`src/common/qpfe_pkg.sv`:
```
/*
 * Constants for the four-phase fetch/execute pipeline controller.
 * Assumes a single clock domain; no software-visible registers.
 */
package qpfe_pkg;

    // ------------------------------------------------------------
    // Widths
    // ------------------------------------------------------------
    localparam int PC_WIDTH    = 13;
    localparam int INSTR_WIDTH = 14;
    localparam int DATA_WIDTH  = 8;
    localparam int DADDR_WIDTH = 9;

    // ------------------------------------------------------------
    // Phases and reset values
    // ------------------------------------------------------------
    localparam int PHASE_COUNT = 4;

    typedef enum logic [1:0] {
        PHASE_ONE   = 2'h0,
        PHASE_TWO   = 2'h1,
        PHASE_THREE = 2'h3,
        PHASE_FOUR  = 2'h2
    } phase_e;

    localparam logic [PC_WIDTH-1:0]    PC_RESET    = 13'h0000;
    localparam logic [INSTR_WIDTH-1:0] INSTR_RESET = 14'h0000;

endpackage

```
`src/logic/quad_phase_fetch_execute.sv`:
```
/*
 * Four-phase timing and two-stage fetch/execute pipeline controller.
 * Assumes program memory answers progData combinationally from progAddr,
 * and that an execution unit outside supplies the decoded results
 * (branch request, target, write enable, write address and data).
 */
`timescale 1ns/1ps
`default_nettype none

// Contract
// - Input clock divided by four into four non-overlapping phases per cycle.
// - Program counter increments once per instruction cycle, in phase one.
// - Fetched word latched into instruction register at closing phase four.
// - Latched instruction decoded and executed across phases two to four.
// - Operand read in phase two; result written in phase four.
// - Fetch of next overlaps execute of current; one instruction per cycle.
// - Branch takes two cycles; prefetched word discarded while target fetched.
module quad_phase_fetch_execute #(
    parameter int PC_W    = qpfe_pkg::PC_WIDTH,
    parameter int INSTR_W = qpfe_pkg::INSTR_WIDTH,
    parameter int DATA_W  = qpfe_pkg::DATA_WIDTH,
    parameter int DADDR_W = qpfe_pkg::DADDR_WIDTH
) (
    // Clock and reset
    input  wire logic               sys_clk,
    input  wire logic               arst_n,
    // Phase outputs
    output var  logic               phaseOne,
    output var  logic               phaseTwo,
    output var  logic               phaseThree,
    output var  logic               phaseFour,
    // Program memory
    output var  logic [PC_W-1:0]    progAddr,
    input  wire logic [INSTR_W-1:0] progData,
    // Execution unit
    output var  logic [INSTR_W-1:0] instrReg,
    output var  logic               execValid,
    input  wire logic               branchReq,
    input  wire logic [PC_W-1:0]    branchTarget,
    input  wire logic               resultWrite,
    input  wire logic [DADDR_W-1:0] resultAddr,
    input  wire logic [DATA_W-1:0]  resultData,
    input  wire logic [DADDR_W-1:0] operandAddr,
    // Data memory
    output var  logic               dataRead,
    output var  logic [DADDR_W-1:0] dataReadAddr,
    output var  logic               dataWrite,
    output var  logic [DADDR_W-1:0] dataWriteAddr,
    output var  logic [DATA_W-1:0]  dataWriteData
);

    if (PC_W < 2 || INSTR_W < 1 || DATA_W < 1 || DADDR_W < 1) begin : g_bad_width
        $error("quad_phase_fetch_execute: widths out of range");
    end

    // ------------------------------------------------------------
    // Phase generator
    // ------------------------------------------------------------
    qpfe_pkg::phase_e phase;
    qpfe_pkg::phase_e next_phase;

    function automatic qpfe_pkg::phase_e advance(input qpfe_pkg::phase_e p);
        case (p)
            qpfe_pkg::PHASE_ONE:   advance = qpfe_pkg::PHASE_TWO;
            qpfe_pkg::PHASE_TWO:   advance = qpfe_pkg::PHASE_THREE;
            qpfe_pkg::PHASE_THREE: advance = qpfe_pkg::PHASE_FOUR;
            default:               advance = qpfe_pkg::PHASE_ONE;
        endcase
    endfunction

    assign next_phase = advance(phase);

    always_ff @(posedge sys_clk or negedge arst_n) begin
        if (!arst_n) begin
            phase <= qpfe_pkg::PHASE_FOUR;
        end else begin
            phase <= next_phase;
        end
    end

    // Phase outputs are registered one-hot copies of next_phase
    always_ff @(posedge sys_clk or negedge arst_n) begin
        if (!arst_n) begin
            phaseOne   <= 1'b0;
            phaseTwo   <= 1'b0;
            phaseThree <= 1'b0;
            phaseFour  <= 1'b0;
        end else begin
            phaseOne   <= (next_phase == qpfe_pkg::PHASE_ONE);
            phaseTwo   <= (next_phase == qpfe_pkg::PHASE_TWO);
            phaseThree <= (next_phase == qpfe_pkg::PHASE_THREE);
            phaseFour  <= (next_phase == qpfe_pkg::PHASE_FOUR);
        end
    end

    // ------------------------------------------------------------
    // Decode of the current phase
    // ------------------------------------------------------------
    wire logic inOne;
    wire logic inTwo;
    wire logic inFour;
    wire logic takeBranch;

    assign inOne  = (phase == qpfe_pkg::PHASE_ONE);
    assign inTwo  = (phase == qpfe_pkg::PHASE_TWO);
    assign inFour = (phase == qpfe_pkg::PHASE_FOUR);
    // Branch acts at the end of the executing cycle, only from a live slot
    assign takeBranch = inFour && execValid && branchReq;

    // ------------------------------------------------------------
    // Program counter and fetch
    // ------------------------------------------------------------
    logic [PC_W-1:0] pc;
    logic            started;

    always_ff @(posedge sys_clk or negedge arst_n) begin
        if (!arst_n) begin
            pc       <= qpfe_pkg::PC_RESET;
            progAddr <= qpfe_pkg::PC_RESET;
        end else if (takeBranch) begin
            pc <= branchTarget;
        end else if (inOne) begin
            pc       <= pc + {{(PC_W-1){1'b0}}, 1'b1};
            progAddr <= pc;
        end
    end

    // Marks that the first fetch has begun; nothing is latched before it
    always_ff @(posedge sys_clk or negedge arst_n) begin
        if (!arst_n) begin
            started <= 1'b0;
        end else if (inOne) begin
            started <= 1'b1;
        end
    end

    // ------------------------------------------------------------
    // Instruction register and flush
    // ------------------------------------------------------------
    always_ff @(posedge sys_clk or negedge arst_n) begin
        if (!arst_n) begin
            instrReg  <= qpfe_pkg::INSTR_RESET;
            execValid <= 1'b0;
        end else if (inFour && started) begin
            instrReg  <= progData;
            execValid <= !takeBranch;
        end
    end

    // ------------------------------------------------------------
    // Data memory strobes
    // ------------------------------------------------------------
    wire logic doRead;
    wire logic doWrite;

    assign doRead  = (next_phase == qpfe_pkg::PHASE_TWO) && execValid;
    assign doWrite = (next_phase == qpfe_pkg::PHASE_FOUR) && execValid
                     && resultWrite;

    always_ff @(posedge sys_clk or negedge arst_n) begin
        if (!arst_n) begin
            dataRead      <= 1'b0;
            dataReadAddr  <= '0;
            dataWrite     <= 1'b0;
            dataWriteAddr <= '0;
            dataWriteData <= '0;
        end else begin
            dataRead      <= doRead;
            dataReadAddr  <= doRead ? operandAddr : dataReadAddr;
            dataWrite     <= doWrite;
            dataWriteAddr <= doWrite ? resultAddr : dataWriteAddr;
            dataWriteData <= doWrite ? resultData : dataWriteData;
        end
    end
endmodule

`default_nettype wire

```
`config.mk`:
```
export PLATFORM = sky130hd
export DESIGN_NAME = quad_phase_fetch_execute
export DESIGN_NICKNAME = d
export VERILOG_FILES = /design/src/common/qpfe_pkg.sv /design/src/logic/quad_phase_fetch_execute.sv
export SDC_FILE = /design/constraint.sdc
export NUM_CORES = 1
export LEC_CHECK = 0
export BUFFER_PORTS_ARGS = -buffer_cell sky130_fd_sc_hd__buf_4
export CELL_PAD_IN_SITES_DETAIL_PLACEMENT = 2
export CELL_PAD_IN_SITES_GLOBAL_PLACEMENT = 2
export CORE_MARGIN = 1.5
export CORE_UTILIZATION = 31
export CTS_CLUSTER_DIAMETER = 50
export DETAILED_ROUTE_END_ITERATION = 10
export PLACE_DENSITY = 0.76
export SLEW_MARGIN = 15
export SYNTH_ARGS = -nofsm -noshare
export SYNTH_HDL_FRONTEND = slang
export SYNTH_SLANG_ARGS = --single-unit
```
`constraint.sdc`:
```
create_clock -name sys_clk -period 2 [get_ports sys_clk]
set_clock_uncertainty 0.05 [all_clocks]
set_input_delay 0.2 -clock sys_clk [delete_from_list [all_inputs] [get_ports sys_clk]]
set_output_delay 0.2 -clock sys_clk [all_outputs]
set_load 0.005 [all_outputs]
```
==> flow_summary.ini <==
[timing]
worstMarginPinSlew_ns = 0.4822
holdWs_ns = 0.01776
finalCritPeriodShare_pct = 90.70
finalSetupViolations = 0
slew_violations = 0
relSlewSlack_pct = 67.81
setup_ws_ns = 0.1860
finalSetupTns_ns = 0
hold_viol = 0
rsz0062_at_grt = no
period_minus_slack_ns = 1.814
fmax_mhz = 551.3

[synth]
synth_edf_count = 0
yosysTopAreaCell = dfrtp_1
synth_seq_cells = 76
syn_nets = 276
synth_area_um2 = 3054
synth_cell_type_count = 39
yosysWarnings = 0
ys.flop_type = dfrtp_1
synth-seq-area-share_pct = 62.31
synth_area_leaders = dfrtp_1, mux2_2, nand2_1, nor4_4, xnor2_1
synthCells = 218
postSynth.asyncResetShare_pct = 100.0
synth_top_area_share_pct = 61.45
avgSynthCellArea_um2 = 14.01

[finish]
multiInputGateArea_um2 = 1080
drive_above_1_share_pct = 56.90
fillers = 1020
nNetsFinal = 401
syn2layout_area_growth_pct = 42.15
fin_cells = 481
seqCellArea_um2 = 1903
antenna_cells = 0

[critical_path]
max_stage_delay_ns = 0.45
worstPathArrival_ns = 1.98
crit_fanout = 9
cp_top_family = simple AND/OR/NAND/NOR gates
crit_buf_inv = 1
worstSetupPathType = reg -> reg
path_cells = or3b_1, buf_4, nor3_1, xnor2_1, a21oi_1
crit_path_start_kind = register
endpoint_kind = register
worst_ep_required_time_ns = 2.17
r2r_setup_slack_ns = 0.19
slowest_stage = dfrtp_1

[die]
die_area_um2 = 10460
fp.dieW_um = 102.3
start_util_pct = 31.54
die_y_um = 102.3
core_region_area_um2 = 9684
io_pins = 117
row_count = 36

[placement]
io_buffers = 116
dpl.hpwl_mm = 6.103
gp_congestion = 0.7359
place_worst_setup_slack_ns = 0.03015
place_inst = 464

[power]
p_leak_nw = 2.008
ir_worst_vdd_uv = 378.1
p_per_area_nw_per_um2 = 888.1

[global_routing]
grt_usage_pct = 16.72
grt_pass1_wl_mm = 13.14
grt-ovfl-total = 0
grt_pass1_vias = 2564
antenna_found_initial = 0
grt_max_degree = 46

[routing]
drc = 0
ant_nets = 0
firstDrtPassIters = 2
dr.first_iter.drc_count = 35
wl_mm = 8.407
vias = 2234
vias_per_cell = 4.644
wl_per_cell_um = 17.48

[clocking]
htree_levels = 3
root_buffer = clkbuf_8
cts_buffers = 9
cts_max_path_buffers = 2
clk_pin_slew_ns = 0.09
clock-sinks = 76
cts_setup_buffers = 0
cts_tree = done
clkLatencyLatePin_ns = 0.33

[status]
run_status = finished clean

[worst_hold_path]
hold_path_class = in -> reg

[job]
maxCapViolCount = 0
## stage by stage
step	util [%]	instance area, um^2	power (mW)
global placement	42.33	4099	2.494
CTS	44.82	4340	3.924
detailed placement	42.33	4099	2.535
finish	44.83	4342	3.856
global route	44.83	4342	4.067
floorplan	-	3054	2.105
## worst register-to-register path: cells and delay by family (launching register included)
| family | cells | cell delay (ns) |
|---|---|---|
| AOI/OAI and AO/OA | 1 | 0.10 |
| xor gates and xnor gates | 1 | 0.17 |
| buffers and inverters | 1 | 0.22 |
| DFF | 1 | 0.45 |
| and+or+nand+nor | 2 | 0.71 |
## synth_stat cells, types with 2 or more instances
| master | instances |
|---|---|
| xnor2_1 | 7 |
| nand2_1 | 17 |
| buf_2 | 4 |
| and2_1 | 2 |
| nor3_1 | 4 |
| nand4_1 | 4 |
| nor2_1 | 6 |
| o21ai_0 | 5 |
| nor4_4 | 3 |
| o21ai_1 | 2 |
| mux2_2 | 51 |
| a21oi_1 | 4 |
| inv_1 | 5 |
| clkbuf_1 | 3 |
| nand3_1 | 3 |
| dfrtp_1 | 75 |
## worst paths after layout
check | from | to | cells after the start
setup / recovery | phase[0] | pc[6] | 5
hold / removal | branchTarget[10] | pc[10] | 3
setup reg to reg | phase[0] | pc[6] | 5
hold reg to reg | phase[0] | phase[1] | 0
max in group asynchronous | arst_n | phase[1] | 3
min in group asynchronous | arst_n | dataWrite | 2
## layer usage
metal / routed length [um] / track usage (%)
met4: 178 / 5.901
met5: 0 / 0
met3: 317 / 3.694
met1: 3233 / 19.34
met2: 4677 / 30.36
## cells by family after synthesis
family / after synthesis / synth area share, %
XOR/XNOR: 7 / 2.007
AO/OA/AOI/OAI: 19 / 3.974
multiplexers: 52 / 19.17
flip-flops: 76 / 62.31
adder cells (fa/ha/maj): 1 / 0.4096
buffers and inverters: 15 / 2.376
AND/OR/NAND/NOR: 48 / 9.750
## what timing repair did
action	CTS	global route
gates resized for setup	0	1
endpoints found under the setup margin	0	8
endpoints found under the hold margin	31	0
hold buffers	1	0
## report_power, final
| part | leakage, nW | internal [mW] | switching, mW |
|---|---|---|---|
| clock | 0.113 | 0.749 | 0.606 |
| combinational | 1.00 | 0.376 | 0.243 |
| sequential | 0.889 | 1.72 | 0.159 |
| total | 2.01 | 2.85 | 1.01 |
## cells in the final DEF (no fill, tap or decap), types with 2 or more instances in the layout
cell type    n
buf_4      121
dfrtp_1     75
mux2_2      51
nand2_1     17
clkbuf_8    10
xnor2_1      7
nor2_1       6
inv_1        5
o21ai_0      5
nand4_1      4
a21oi_1      4
nor3_1       4
nand3_1      3
nor4_4       3
o21ai_1      2
inv_6        2
bufinv_16    2
## sequential cells by signal, summed over array words and instances (netlist names)
register,cells
dataWriteData,8
progAddr,13
phaseOne,1
started,1
instrReg,14
phaseFour,1
dataRead,1
pc,13
phase,2
execValid,1
dataReadAddr,9
dataWriteAddr,9
dataWrite,1
phaseThree,1
phaseTwo,1
## layout make-up
cell class / instances / share of cell area (%)
clock buffer: 10 / 3.170
clock inverter: 6 / 2.161
inverter: 6 / 0.5187
multi-input combinational: 127 / 24.87
sequential: 76 / 43.83
tap: 133 / 3.833
timing repair buffer: 123 / 21.61
(Power assumes the default switching activity.)
